`src/rtl/dmr_regs.vh`:
```
// Constants for the DMA register programming block
`ifndef DMR_REGS_VH
`define DMR_REGS_VH
`define DMR_NUM_BASE 7
`define DMR_NUM_ASSOC 14
`define DMR_NUM_READ 7
// Associated register slots, in fixed load order
`define DMR_AS_A_LO 4'h0
`define DMR_AS_A_HI 4'h1
`define DMR_AS_LEN_LO 4'h2
`define DMR_AS_LEN_HI 4'h3
`define DMR_AS_A_TIM 4'h4
`define DMR_AS_B_TIM 4'h5
`define DMR_AS_MASK 4'h6
`define DMR_AS_MATCH 4'h7
`define DMR_AS_B_LO 4'h8
`define DMR_AS_B_HI 4'h9
`define DMR_AS_INTCTL 4'hA
`define DMR_AS_PULSE 4'hB
`define DMR_AS_VECTOR 4'hC
`define DMR_AS_RDMASK 4'hD
// Command group codes
`define DMR_CMD_RESET 8'hC3
`define DMR_CMD_LOAD 8'hCF
`define DMR_CMD_ENABLE 8'h87
`define DMR_CMD_DISABLE 8'h83
`define DMR_CMD_RDMASK 8'hBB
`define DMR_CMD_INIT_RD 8'hA7
`define DMR_CMD_RD_STAT 8'hBF
// Field positions
`define DMR_B0_DIR 2
`define DMR_B3_STOP 2
`define DMR_B3_INTEN 5
`define DMR_IC_MATCH 0
`define DMR_IC_EOB 1
`define DMR_ST_XFER 0
`define DMR_ST_INT 3
`define DMR_ST_MATCH 4
`define DMR_ST_EOB 5
// Reset values and FIFO depth
`define DMR_RST_BYTE 8'h00
`define DMR_RST_RDMASK 8'h7F
`define DMR_FIFO_DEPTH 16
`endif

```
`src/rtl/dmr_sync3.v`:
```
// Three-stage input synchroniser with agreement filter
`timescale 1ns/10ps
module dmr_sync3 #(
  parameter W = 1,
  parameter [W-1:0] INIT = {W{1'b0}}
) (
  input wire core_clk,
  input wire sys_rst,
  input wire [W-1:0] din,
  output reg [W-1:0] dout
);
  reg [W-1:0] s1_r;
  reg [W-1:0] s2_r;
  reg [W-1:0] s3_r;
  integer i;

  always @(posedge core_clk) begin
    if (sys_rst) begin
      s1_r <= INIT;
      s2_r <= INIT;
      s3_r <= INIT;
      dout <= INIT;
    end else begin
      s1_r <= din;
      s2_r <= s1_r;
      s3_r <= s2_r;
      // A bit only moves once stages two and three agree
      for (i = 0; i < W; i = i + 1) begin
        if (s2_r[i] == s3_r[i]) begin
          dout[i] <= s3_r[i];
        end
      end
    end
  end
endmodule // dmr_sync3

```
`src/rtl/dmr_fifo.v`:
```
// Synchronous FIFO with valid/ready on both sides
`timescale 1ns/10ps
module dmr_fifo #(
  parameter W = 8,
  parameter D = 16,
  parameter AW = 4
) (
  input wire core_clk,
  input wire sys_rst,
  input wire flush,
  input wire [W-1:0] in_data,
  input wire in_valid,
  output wire in_ready,
  output wire [W-1:0] out_data,
  output wire out_valid,
  input wire out_ready
);
  localparam [AW:0] FULL_CNT = D;
  reg [W-1:0] mem_r [0:D-1];
  reg [AW-1:0] wp_r;
  reg [AW-1:0] rp_r;
  reg [AW:0] cnt_r;
  wire push;
  wire pop;

  assign in_ready = (cnt_r != FULL_CNT);
  assign out_valid = (cnt_r != {(AW+1){1'b0}});
  assign out_data = mem_r[rp_r];
  assign push = in_valid & in_ready;
  assign pop = out_valid & out_ready;

  always @(posedge core_clk) begin
    if (push) begin
      mem_r[wp_r] <= in_data;
    end
  end

  always @(posedge core_clk) begin
    if (sys_rst | flush) begin
      wp_r <= {AW{1'b0}};
      rp_r <= {AW{1'b0}};
      cnt_r <= {(AW+1){1'b0}};
    end else begin
      if (push) begin
        wp_r <= wp_r + 1'b1;
      end
      if (pop) begin
        rp_r <= rp_r + 1'b1;
      end
      if (push & ~pop) begin
        cnt_r <= cnt_r + 1'b1;
      end else if (pop & ~push) begin
        cnt_r <= cnt_r - 1'b1;
      end
    end
  end
endmodule // dmr_fifo

```
`src/rtl/dmr_top.v`:
```
// DMA control register programming, readback and transfer engine
`timescale 1ns/10ps
`include "dmr_regs.vh"

// Functional notes
// - Twenty-one writable and seven readable eight-bit registers, pairs adjacent.
// - Writable registers form seven groups: seven base plus fourteen associated.
// - Base byte holds command bits and pointer bits selecting associated regs.
// - Following writes fill selected associated registers in fixed order.
// - First group base byte recognised from data bits D0, D1 and D7.
// - First group: port A start low, high, then length low, high.
// - Fifth group: port B start, interrupt, pulse, vector; fourth: mask, match.
// - Readback order: status, byte count, port A count, port B count.
// - Successive host reads step through readback, skipping masked entries.
// - Port counters load from start registers; active one drives address.
// - Byte counter increments per transfer and is compared with length.
// - Match on a byte is flagged during the next byte's read.
// - Bus once granted is held until the operation finishes.
// - Interrupt priority follows the chain-in and chain-out links.
// - A system reset leaves the block disabled, with no request or transfer.
// - Every host write disables; only an enable command re-enables.
// - Bus requests start only while enabled; a transfer under way runs on after a disable.
// - A byte is taken only while select, io request and write are low.
// - Host starts each readback with a command and reads it fully.
module dmr_top (
  input wire core_clk,
  input wire sys_rst,
  input wire cs_n,
  input wire io_request_n,
  input wire wr_n,
  input wire rd_n,
  input wire [7:0] host_d_i,
  output reg [7:0] host_d_o,
  output reg host_d_oe,
  output wire bus_req_n_o,
  output reg bus_req_n_oe,
  input wire bus_ack_n,
  output reg [15:0] mem_addr,
  output reg mem_rd_en,
  output reg mem_wr_en,
  output reg [7:0] mem_wdata,
  input wire [7:0] mem_rdata,
  input wire interrupt_chain_in,
  output wire interrupt_chain_out,
  input wire int_ack_n,
  input wire reti,
  output wire irq_n_o,
  output wire irq_n_oe,
  output wire dma_enabled
);
  localparam ST_IDLE = 3'd0;
  localparam ST_REQ = 3'd1;
  localparam ST_RD = 3'd2;
  localparam ST_WAIT = 3'd3;
  localparam ST_CAP = 3'd4;
  localparam ST_WR = 3'd5;
  localparam ST_REL = 3'd6;

  ////////////////////////////////////////////////////////////////////////
  // Helpers
  function [2:0] grp_of;
    input [7:0] b;
    begin
      if (!b[7]) begin
        if (b[1:0] != 2'b00) begin
          grp_of = 3'd0;
        end else if (b[2]) begin
          grp_of = 3'd1;
        end else begin
          grp_of = 3'd2;
        end
      end else begin
        case (b[1:0])
          2'b00: grp_of = 3'd3;
          2'b01: grp_of = 3'd4;
          2'b10: grp_of = 3'd5;
          default: grp_of = 3'd6;
        endcase
      end
    end
  endfunction

  function [3:0] low_idx;
    input [13:0] p;
    integer k;
    begin
      low_idx = 4'h0;
      for (k = 13; k >= 0; k = k - 1) begin
        if (p[k]) begin
          low_idx = k[3:0];
        end
      end
    end
  endfunction

  // Next unmasked readback slot after p, wrapping
  function [2:0] next_rd;
    input [2:0] p;
    input [6:0] m;
    integer k;
    reg [2:0] c;
    reg hit;
    begin
      next_rd = p;
      hit = 1'b0;
      c = p;
      for (k = 0; k < 7; k = k + 1) begin
        c = (c == 3'd6) ? 3'd0 : c + 3'd1;
        if (m[c] && !hit) begin
          next_rd = c;
          hit = 1'b1;
        end
      end
    end
  endfunction

  function [15:0] step_addr;
    input [15:0] a;
    input [1:0] md;
    begin
      case (md)
        2'b00: step_addr = a - 16'h0001;
        2'b01: step_addr = a + 16'h0001;
        default: step_addr = a;
      endcase
    end
  endfunction

  ////////////////////////////////////////////////////////////////////////
  // Pin synchronisers
  wire [15:0] pin_s;
  dmr_sync3 #(.W(16), .INIT(16'hFF7F)) u_sync (
    .core_clk(core_clk),
    .sys_rst(sys_rst),
    .din({host_d_i, reti, interrupt_chain_in, int_ack_n, bus_ack_n,
          rd_n, wr_n, io_request_n, cs_n}),
    .dout(pin_s)
  );
  wire [7:0] d_s = pin_s[15:8];
  wire sel_s = ~pin_s[0] & ~pin_s[1];
  wire wr_act = sel_s & ~pin_s[2];
  wire rd_act = sel_s & ~pin_s[3];
  wire ack_s = ~pin_s[4];
  wire iack_s = ~pin_s[5];
  wire chain_s = pin_s[6];
  wire reti_s = pin_s[7];

  reg wr_act_r;
  reg rd_act_r;
  reg reti_r;
  wire wr_stb = wr_act & ~wr_act_r;
  wire rd_stb = rd_act & ~rd_act_r;
  wire rd_end = ~rd_act & rd_act_r;

  ////////////////////////////////////////////////////////////////////////
  // Write register file
  reg [7:0] base_r [0:`DMR_NUM_BASE-1];
  reg [7:0] assoc_r [0:`DMR_NUM_ASSOC-1];
  reg [13:0] pend_r;
  wire [2:0] grp = grp_of(d_s);
  wire [3:0] slot = low_idx(pend_r);
  wire is_base = (pend_r == 14'h0000);
  wire cmd_stb = wr_stb & is_base & (grp == 3'd6);
  integer j;

  always @(posedge core_clk) begin
    if (sys_rst) begin
      pend_r <= 14'h0000;
      for (j = 0; j < `DMR_NUM_BASE; j = j + 1) begin
        base_r[j] <= `DMR_RST_BYTE;
      end
      for (j = 0; j < `DMR_NUM_ASSOC; j = j + 1) begin
        assoc_r[j] <= `DMR_RST_BYTE;
      end
      assoc_r[`DMR_AS_RDMASK] <= `DMR_RST_RDMASK;
    end else if (wr_stb) begin
      if (is_base) begin
        base_r[grp] <= d_s;
        case (grp)
          3'd0: pend_r[3:0] <= d_s[6:3];
          3'd1: pend_r[4] <= d_s[6];
          3'd2: pend_r[5] <= d_s[6];
          3'd3: pend_r[7:6] <= d_s[4:3];
          3'd4: pend_r[10:8] <= d_s[4:2];
          3'd6: pend_r[13] <= (d_s == `DMR_CMD_RDMASK);
          default: pend_r <= 14'h0000;
        endcase
        if (d_s == `DMR_CMD_RESET) begin
          pend_r <= 14'h0000;
        end
      end else begin
        assoc_r[slot] <= d_s;
        pend_r[slot] <= 1'b0;
        if (slot == `DMR_AS_INTCTL) begin
          pend_r[12:11] <= d_s[4:3];
        end
      end
    end
  end

  wire [1:0] mode = base_r[0][1:0];
  wire a_to_b = base_r[0][`DMR_B0_DIR];
  wire [1:0] a_md = base_r[1][5:4];
  wire [1:0] b_md = base_r[2][5:4];
  wire stop_on_match = base_r[3][`DMR_B3_STOP];
  wire int_en = base_r[3][`DMR_B3_INTEN];
  wire [7:0] cmp_mask = assoc_r[`DMR_AS_MASK];
  wire [7:0] cmp_val = assoc_r[`DMR_AS_MATCH];
  wire [7:0] intctl = assoc_r[`DMR_AS_INTCTL];
  wire [15:0] len = {assoc_r[`DMR_AS_LEN_HI], assoc_r[`DMR_AS_LEN_LO]};
  wire [15:0] a_start = {assoc_r[`DMR_AS_A_HI], assoc_r[`DMR_AS_A_LO]};
  wire [15:0] b_start = {assoc_r[`DMR_AS_B_HI], assoc_r[`DMR_AS_B_LO]};

  ////////////////////////////////////////////////////////////////////////
  // Enable state, counters and transfer engine
  reg en_r;
  reg [2:0] st_r;
  reg [15:0] a_cnt_r;
  reg [15:0] b_cnt_r;
  reg [15:0] byte_cnt_r;
  reg [15:0] rd_cnt_r;
  reg rd_done_r;
  reg done_r;
  reg eob_r;
  reg match_r;
  reg xfer_r;
  reg hit_r;
  reg have_prev_r;
  reg int_pend_r;
  reg svc_r;
  wire cmp_hit = (((mem_rdata ^ cmp_val) & ~cmp_mask) == 8'h00);
  wire new_match = (st_r == ST_CAP) & have_prev_r & hit_r;
  wire wr_mode = mode[0];
  wire load_cmd = cmd_stb & (d_s == `DMR_CMD_LOAD);

  wire f_in_ready;
  wire f_out_valid;
  wire [7:0] f_out_data;
  wire f_pop = (st_r == ST_WR) & f_out_valid;
  dmr_fifo #(.W(8), .D(`DMR_FIFO_DEPTH), .AW(4)) u_fifo (
    .core_clk(core_clk),
    .sys_rst(sys_rst),
    .flush(load_cmd),
    .in_data(mem_rdata),
    .in_valid(st_r == ST_CAP),
    .in_ready(f_in_ready),
    .out_data(f_out_data),
    .out_valid(f_out_valid),
    .out_ready(f_pop)
  );

  always @(posedge core_clk) begin
    if (sys_rst) begin
      en_r <= 1'b0;
    end else if (wr_stb) begin
      en_r <= cmd_stb & (d_s == `DMR_CMD_ENABLE);
    end
  end

  always @(posedge core_clk) begin
    if (sys_rst) begin
      st_r <= ST_IDLE;
      bus_req_n_oe <= 1'b0;
      mem_addr <= 16'h0000;
      mem_rd_en <= 1'b0;
      mem_wr_en <= 1'b0;
      mem_wdata <= 8'h00;
      a_cnt_r <= 16'h0000;
      b_cnt_r <= 16'h0000;
      byte_cnt_r <= 16'h0000;
      rd_cnt_r <= 16'h0000;
      rd_done_r <= 1'b0;
      done_r <= 1'b0;
      eob_r <= 1'b0;
      match_r <= 1'b0;
      xfer_r <= 1'b0;
      hit_r <= 1'b0;
      have_prev_r <= 1'b0;
    end else begin
      mem_rd_en <= 1'b0;
      mem_wr_en <= 1'b0;
      if (load_cmd) begin
        a_cnt_r <= a_start;
        b_cnt_r <= b_start;
        byte_cnt_r <= 16'h0000;
        rd_cnt_r <= 16'h0000;
        rd_done_r <= 1'b0;
        done_r <= 1'b0;
        eob_r <= 1'b0;
        match_r <= 1'b0;
        have_prev_r <= 1'b0;
      end
      case (st_r)
        ST_IDLE: begin
          // Requests only start from the enabled state
          if (en_r && !done_r && !wr_act) begin
            bus_req_n_oe <= 1'b1;
            st_r <= ST_REQ;
          end
        end
        ST_REQ: begin
          if (ack_s) begin
            st_r <= ST_RD;
          end
        end
        ST_RD: begin
          if (!rd_done_r && f_in_ready && !(stop_on_match && match_r)) begin
            mem_addr <= a_to_b ? a_cnt_r : b_cnt_r;
            mem_rd_en <= 1'b1;
            if (a_to_b) begin
              a_cnt_r <= step_addr(a_cnt_r, a_md);
            end else begin
              b_cnt_r <= step_addr(b_cnt_r, b_md);
            end
            rd_done_r <= (rd_cnt_r == len);
            rd_cnt_r <= rd_cnt_r + 16'h0001;
            st_r <= ST_WAIT;
          end else if (f_out_valid) begin
            st_r <= ST_WR;
          end else begin
            st_r <= ST_REL;
          end
        end
        ST_WAIT: begin
          st_r <= ST_CAP;
        end
        ST_CAP: begin
          // Compare lags one byte; the flag shows on the next read
          hit_r <= cmp_hit;
          have_prev_r <= 1'b1;
          if (new_match && mode[1]) begin
            match_r <= 1'b1;
          end
          st_r <= ST_RD;
        end
        ST_WR: begin
          if (f_out_valid) begin
            mem_addr <= a_to_b ? b_cnt_r : a_cnt_r;
            mem_wdata <= f_out_data;
            mem_wr_en <= wr_mode;
            if (wr_mode && a_to_b) begin
              b_cnt_r <= step_addr(b_cnt_r, b_md);
            end else if (wr_mode) begin
              a_cnt_r <= step_addr(a_cnt_r, a_md);
            end
            byte_cnt_r <= byte_cnt_r + 16'h0001;
            xfer_r <= 1'b1;
            if (byte_cnt_r == len) begin
              eob_r <= 1'b1;
            end
          end
          st_r <= ST_RD;
        end
        ST_REL: begin
          // Bus is dropped only here, after all data has drained
          bus_req_n_oe <= 1'b0;
          done_r <= 1'b1;
          st_r <= ST_IDLE;
        end
        default: begin
          st_r <= ST_IDLE;
        end
      endcase
    end
  end

  assign bus_req_n_o = 1'b0;
  assign dma_enabled = en_r;

  ////////////////////////////////////////////////////////////////////////
  // Interrupt pending and daisy chain
  wire eob_evt = (st_r == ST_WR) & f_out_valid & (byte_cnt_r == len);
  wire int_evt = int_en & ((eob_evt & intctl[`DMR_IC_EOB]) |
                 (new_match & intctl[`DMR_IC_MATCH]));
  wire irq_act = int_pend_r & chain_s & ~svc_r;

  always @(posedge core_clk) begin
    if (sys_rst) begin
      int_pend_r <= 1'b0;
      svc_r <= 1'b0;
      reti_r <= 1'b0;
    end else begin
      reti_r <= reti_s;
      // A new event beats the acknowledge that clears it
      if (int_evt) begin
        int_pend_r <= 1'b1;
      end else if (iack_s && irq_act) begin
        int_pend_r <= 1'b0;
      end
      if (iack_s && irq_act) begin
        svc_r <= 1'b1;
      end else if (reti_s && !reti_r) begin
        svc_r <= 1'b0;
      end
    end
  end

  assign interrupt_chain_out = chain_s & ~svc_r;
  assign irq_n_o = 1'b0;
  assign irq_n_oe = irq_act;

  ////////////////////////////////////////////////////////////////////////
  // Readback sequence
  reg [2:0] rptr_r;
  reg stat_only_r;
  wire [6:0] rmask = stat_only_r ? 7'h01 : assoc_r[`DMR_AS_RDMASK][6:0];
  wire [7:0] status = {2'b00, ~eob_r, ~match_r, ~int_pend_r, 2'b00,
                       xfer_r};
  reg [7:0] rd_val;

  always @* begin
    case (rptr_r)
      3'd0: rd_val = status;
      3'd1: rd_val = byte_cnt_r[7:0];
      3'd2: rd_val = byte_cnt_r[15:8];
      3'd3: rd_val = a_cnt_r[7:0];
      3'd4: rd_val = a_cnt_r[15:8];
      3'd5: rd_val = b_cnt_r[7:0];
      default: rd_val = b_cnt_r[15:8];
    endcase
  end

  always @(posedge core_clk) begin
    if (sys_rst) begin
      wr_act_r <= 1'b0;
      rd_act_r <= 1'b0;
      rptr_r <= 3'd0;
      stat_only_r <= 1'b0;
      host_d_o <= 8'h00;
      host_d_oe <= 1'b0;
    end else begin
      wr_act_r <= wr_act;
      rd_act_r <= rd_act;
      host_d_oe <= rd_act;
      if (rd_stb) begin
        host_d_o <= rd_val;
      end
      if (cmd_stb && d_s == `DMR_CMD_INIT_RD) begin
        stat_only_r <= 1'b0;
        rptr_r <= next_rd(3'd6, assoc_r[`DMR_AS_RDMASK][6:0]);
      end else if (cmd_stb && d_s == `DMR_CMD_RD_STAT) begin
        stat_only_r <= 1'b1;
        rptr_r <= 3'd0;
      end else if (rd_end) begin
        rptr_r <= next_rd(rptr_r, rmask);
      end
    end
  end
endmodule // dmr_top

```
`config.mk`:
```
export PLATFORM = sky130hd
export DESIGN_NAME = dmr_top
export DESIGN_NICKNAME = d
export VERILOG_FILES = /design/src/rtl/dmr_sync3.v /design/src/rtl/dmr_fifo.v /design/src/rtl/dmr_top.v
export VERILOG_INCLUDE_DIRS = /design/src /design/src/rtl
export SDC_FILE = /design/constraint.sdc
export NUM_CORES = 1
export LEC_CHECK = 0
export ABC_AREA = 1
export BUFFER_PORTS_ARGS = -buffer_cell sky130_fd_sc_hd__clkbuf_2
export CAP_MARGIN = 30
export CORE_AREA = 2 2 231 233
export DETAILED_ROUTE_END_ITERATION = 10
export DIE_AREA = 0 0 233 235
export HOLD_SLACK_MARGIN = 0.15
export PLACE_DENSITY = 0.66
export SYNTH_ARGS = -nofsm -noshare
export SYNTH_HDL_FRONTEND = slang
export SYNTH_SLANG_ARGS = --single-unit
```
`constraint.sdc`:
```
create_clock -name core_clk -period 7.3 [get_ports core_clk]
set_input_delay 0.73 -clock core_clk [delete_from_list [all_inputs] [get_ports core_clk]]
set_output_delay 0.73 -clock core_clk [all_outputs]
set_load 0.01 [all_outputs]
```
==> results of run 1 <==
final cells by class:
cell class | instances | area share
clock buffer | 68 | 0.0571
multi-input combinational | 1644 | 0.384
tap | 688 | 0.0374
inverter | 245 | 0.0399
sequential | 420 | 0.457
clock inverter | 16 | 0.00685
timing repair buffer | 73 | 0.0178
cell families (layout without fill, tap and decap cells):
logic type / count (synthesis) / after routing / share of synthesized area
buf+inv: 330 / 402 / 0.0617
simple gates: 962 / 962 / 0.204
flops: 420 / 420 / 0.509
mux: 24 / 24 / 0.0116
xor+xnor: 59 / 59 / 0.0250
other cells: 1 / 2 / 0.000182
fa+ha+maj: 47 / 47 / 0.0296
compound gates: 550 / 550 / 0.158
metrics by stage:
stage | setup slack [ns] | power [uW] | hold WS (ns) | area [sq um]
global route | 2.92 | 5070 | 0.298 | 23000
detailed placement | 3.31 | 2710 | 0.396 | 21500
CTS | 3.28 | 4950 | 0.288 | 23000
finish | 3.23 | 4910 | 0.313 | 23000
floorplan | 4.54 | 2660 | 0.388 | 20600
global placement | 3.50 | 2710 | 0.391 | 21500
power groups by stage:
stage | registers (uW) | clock network (uW) | logic [uW]
2_1_floorplan | 2560 | 0 | 95.1
3_3_place_gp | 2570 | 0 | 141
3_5_place_dp | 2570 | 0 | 144
4_1_cts | 2520 | 2290 | 144
5_1_grt | 2520 | 2380 | 162
6_report | 2520 | 2250 | 145
per-layer routing:
metal	GRT usage	share of wire
met1	0.286	0.44
met2	0.332	0.45
met3	0.0379	0.075
met4	0.0720	0.031
met5	0	0
cell usage in the layout, fill, tap and decap left out, types with 30 or more instances in the layout:
cell / instances
nand2_1: 370
nor2_1: 293
inv_1: 226
edfxtp_1: 210
dfxtp_1: 208
a21oi_1: 185
o21ai_0: 167
nand3_1: 128
clkbuf_2: 63
or2_2: 56
clkbuf_16: 47
o211ai_1: 46
ha_1: 44
nor3_1: 35
xor2_1: 34
o221ai_1: 30
state kept, by name (all words and copies together) (netlist names), 8 cells and up:
name,count
u_fifo.mem_r,128
assoc_r,73
a_cnt_r,16
b_cnt_r,16
byte_cnt_r,16
mem_addr,16
rd_cnt_r,16
u_sync.dout,16
u_sync.s1_r,16
u_sync.s2_r,16
u_sync.s3_r,16
pend_r,14
base_r,9
host_d_o,8
mem_wdata,8
how the worst min path moves through the flow:
stage	end	depth (start not counted)	slack, ns	from
after CTS	u_sync.s1_r[2]$_SDFF_PP1_	2	0.29	wr_n
after floorplan	u_sync.s2_r[7]$_SDFF_PP0_	2	0.39	u_sync.s1_r[7]$_SDFF_PP0_
after detailed placement	u_sync.s2_r[10]$_SDFF_PP1_	1	0.40	u_sync.s1_r[10]$_SDFF_PP1_
final	u_sync.s1_r[0]$_SDFF_PP1_	2	0.31	cs_n
after global routing	u_sync.s1_r[0]$_SDFF_PP1_	2	0.30	cs_n
after global placement	u_sync.s2_r[7]$_SDFF_PP0_	2	0.39	u_sync.s1_r[7]$_SDFF_PP0_
critical path: stages, from the launching register on:
cell and delay [ns]:
dfxtp_1 0.34, nor2_1 0.18, inv_1 0.08, nor2_1 0.22, inv_1 0.12, nor2_2 0.73, inv_1 0.57, nor2_1 0.20
inv_1 0.07, nand2_1 0.62, inv_1 0.33, o21ai_0 0.17, a21oi_1 0.08, o21a_1 0.22
==> impl_metrics.toml, run 1 <==
[timing]
setup_viol = 0
finalCriticalPeriod_ns = 4.07
hold_viol = 0
rsz0062_at_grt = "false"
maxSlewHeadroom = 0.292
timing.final.crit_share = 0.557
tightest_slew_ns = 1.05
tns_ns = 0
fin_skew_ns = 0.0398
final-max-slew-violation-count = 0
fmax_mhz = 246

[critical_path]
r2r_setup_slack_ns = 3.23
r2r-end = "b_cnt_r[13]$_SDFF_PP0_"
path_class = "reg2reg"
cp-startpoint = "st_r[0]$_SDFFE_PP0P_"
worstPathMaxFanout = 23
critical_path_arrival_ns = 4.53
regToRegStartpoint = "st_r[0]$_SDFFE_PP0P_"
worst_setup_path_start_kind = "flop"
crit_end = "b_cnt_r[13]$_SDFF_PP0_"
reg2reg_depth = 13
endpoint_kind = "flop"
crit_required_ns = 7.76

[placement]
portBuffers = 64
place_congestion = 0.938
dp.final_hpwl_microns = 40300
placed_cells = 3069

[yosys]
async_flop_share = 0
synth_area_leaders = "edfxtp_1, dfxtp_1, nand2_1"
yosys_register_bits = 420
netlist.area_leader.share = 0.306
synth_top_area_cell = "edfxtp_1"
synth.distinct_cells = 57
ys_warn_count = 0
synthCells = 2393
synth_edf_count = 210
syn_avg_cell_area_sq_um = 8.62
syn-cell-area_sq_um = 20600
ys_seq_area_frac = 0.509
synth_common_cells = "nand2_1, nor2_1, inv_1"
synth_most_common_cell = "nand2_1"
synth_flop_cell = "edfxtp_1"

[drt]
routedWlPerCell_microns = 18.5
wl_microns = 58200
drt-vias-per-instance = 5.50
dr.pass1.iters = 5
drc = 0
vias = 17400
detail-route-antenna-nets = 0
drtIter0Drc = 1762

[global_route]
antenna_found_initial = 0
grt_max_degree = 84
grt_pass1_wl_microns = 90600
grt_use_total = 0.209
grt_overflow = 0
first_global_vias = 16600

[power_and_ir_drop]
switchingPower_uw = 1100
powerDensity_nw_per_um2 = 213
seqPwrFrac = 0.512
peakVddDrop_mv = 0.166
clkPwrFrac = 0.458
pwr-share-comb = 0.030
p_int_uw = 3810
swShare = 0.224
p_leak_uw = 0.00892

[die]
dieArea_sq_um = 54800
io-pin-count = 67
start_util = 0.395
die_w_microns = 233
coreArea_sq_um = 52200
die_h_microns = 235
rows = 84

[clock_tree]
postCtsResizedCells = 0
insertion_delay_ns = 0.61
clkTransAtPathRegs_ns = 0.06
cts_made_buffers = 45
cts.sinks = 420
cts.htree.levels = 2
hold_buffers = 0
post_cts_buffers = 0
cts-root-buf = "clkbuf_16"
clock_path_buffers = 3
tritoncts = "built"

[final_layout]
regArea_sq_um = 10500
nNetsFinal = 2502
syn2layout_area_growth_pct = 11.6
nFillCells = 5074
drive_gt1_frac = 0.101
utilization = 0.441
multi_input_area_sq_um = 8850
final_cells = 3154
diodes = 0

[hold_path]
hold_class = "in2reg"

[flow_run]
cap_viol_max_count = 0

[run_status]
status = "completed"
No activity file was read; power rests on OpenSTA's default activity.
==> inputs of run 2 (changes only) <==
- clock period: 7.3 -> 3.98 ns (I/O delays scaled with it)
==> run 2 against run 1 <==
- fmax increased by 16%
- utilization increased by 0.73 points
- count of clock-buffer cells in the layout increased by 1
- largest power group unchanged
- critical endpoint is now rd_cnt_r[11]$_SDFF_PP0_
- sequential cell count unchanged
==> impl_metrics.toml, run 2 (same netlist as run 1, synthesis figures left out) <==
[drt]
drtIter0Drc = 1834
vias = 17400
drt-vias-per-instance = 5.47
wl_microns = 56900
detail-route-antenna-nets = 0
routedWlPerCell_microns = 17.9
dr.pass1.iters = 6
drc = 0

[critical_path]
endpoint_kind = "flop"
worst_setup_path_start_kind = "flop"
path_cells = "inv_1, ha_1, o21a_1, inv_1, nand2_1, nor2_1, inv_1, nor3_1, nand3_1, nor2_1, nor2_1, a21oi_1, a311oi_1"
crit_required_ns = 4.45
worstPathMaxFanout = 14
crit_slowest_cell = "nand3_1"
critical_path_arrival_ns = 3.97
worst-path-buf-inv = 3
path_class = "reg2reg"
critical-path-max-stage-delay_ns = 0.59
crit_family = "simple AND/OR/NAND/NOR gates"

[clock_tree]
clock_path_buffers = 3
tritoncts = "built"
cts-root-buf = "clkbuf_16"
cts.sinks = 420
cts.htree.levels = 2
insertion_delay_ns = 0.62
cts_made_buffers = 46
clkTransAtPathRegs_ns = 0.07
post_cts_buffers = 0

[global_route]
grt_use_total = 0.206
grt_pass1_wl_microns = 89100
antenna_found_initial = 0
grt_overflow = 0
grt_max_degree = 92
first_global_vias = 16400

[final_layout]
final_common_cell = "nand2_1"
largest_register = "u_fifo.mem_r"
largest_reg_flops = 128
reg_top3 = "u_fifo.mem_r: 128 flops, assoc_r: 73 flops"
nFillCells = 4951
drive_gt1_frac = 0.107
syn2layout_area_growth_pct = 13.5
final_cell_mix = "nand2_1, nor2_1, inv_1, edfxtp_1, dfxtp_1"
final_cells = 3184
nNetsFinal = 2531
diodes = 0

[timing]
fmax_mhz = 286
tightest_slew_ns = 0.963
maxSlewHeadroom = 0.357
whs_ns = 0.236
finalCriticalPeriod_ns = 3.49
fin_ws_ns = 0.487
final-max-slew-violation-count = 0
tns_ns = 0
setup_viol = 0
fin_skew_ns = 0.0595
rsz0062_at_grt = "false"
timing.final.crit_share = 0.878
hold_viol = 0

[placement]
place_congestion = 0.884
dp_worst_setup_slack_ns = 0.326
portBuffers = 64
placed_cells = 3082
dp.final_hpwl_microns = 40200

[die]
dieArea_sq_um = 54800
rows = 84
start_util = 0.395
die_w_microns = 233
die_h_microns = 235
coreArea_sq_um = 52200
io-pin-count = 67

[power_and_ir_drop]
powerDensity_nw_per_um2 = 399
peakVddDrop_mv = 0.363
p_leak_uw = 0.00911

[run_status]
status = "completed"

[flow_run]
cap_viol_max_count = 0

[hold_path]
hold_class = "in2reg"
## run 2: cell count changes in the layout (fill, tap and decap cells not counted), moves of 2 or more
cell / delta
clkinvlp_4: +2
bufinv_16: +2
dlygate4sd3_1: +16
buf_4: +13
clkbuf_16: +4
inv_4: -3
clkbuf_1: -3
## run 2: worst paths after layout
kind | from | endpoint | slack, ns | depth (start not counted)
hold reg to reg | u_sync.s1_r[13]$_SDFF_PP1_ | u_sync.s2_r[13]$_SDFF_PP1_ | 0.39 | 1
setup / recovery | u_sync.dout[8]$_SDFFE_PP1N_ | rd_cnt_r[11]$_SDFF_PP0_ | 0.49 | 13
setup reg to reg | u_sync.dout[8]$_SDFFE_PP1N_ | rd_cnt_r[11]$_SDFF_PP0_ | 0.49 | 13
hold / removal | sys_rst | pend_r[3]$_SDFFE_PP0P_ | 0.24 | 4
## run 2: cell type report
type	count	area, sq um	area share
Clock buffer	69	1400	0.0600
Clock inverter	17	219	0.00935
Tap cell	688	861	0.0368
Inverter	245	920	0.0393
Timing Repair Buffer	101	641	0.0274
Sequential cell	420	10500	0.449
Multi-Input combinational cell	1644	8850	0.378
## run 2: metrics by stage
step	instance area [sq um]	util	total power (uW)
floorplan	20600	-	4870
global placement	21600	0.414	4970
detailed placement	21600	0.414	4970
CTS	23400	0.448	9400
global route	23400	0.448	9620
finish	23400	0.448	9340
## run 2: power by group
group | total (uW) | leakage (uW) | internal (uW) | switching [uW]
clock | 4440 | 0.000787 | 2610 | 1830
sequential | 4620 | 0.00367 | 4590 | 31.1
combinational | 279 | 0.00465 | 94.3 | 185
total | 9340 | 0.00911 | 7290 | 2050
## run 2: repair_timing
action                                 in CTS  in global routing
endpoints found under the hold margin      16                  0
gates resized for setup                     0                  1
setup endpoints to repair                   0                  2
hold buffers                               16                  0
## run 2: routing by layer
metal / GRT usage / share of wire / vias to the layer above
met5: 0 / 0 / -
met4: 0.0838 / 0.035 / 0
met3: 0.0343 / 0.068 / 135
met2: 0.324 / 0.45 / 613
met1: 0.281 / 0.44 / 8249
li1: - / - / 8408
## run 2: tightest hold or removal path: stages
cell	delay, ns
buf_4	0.14
inv_2	0.12
o21ai_0	0.09
a31oi_1	0.04
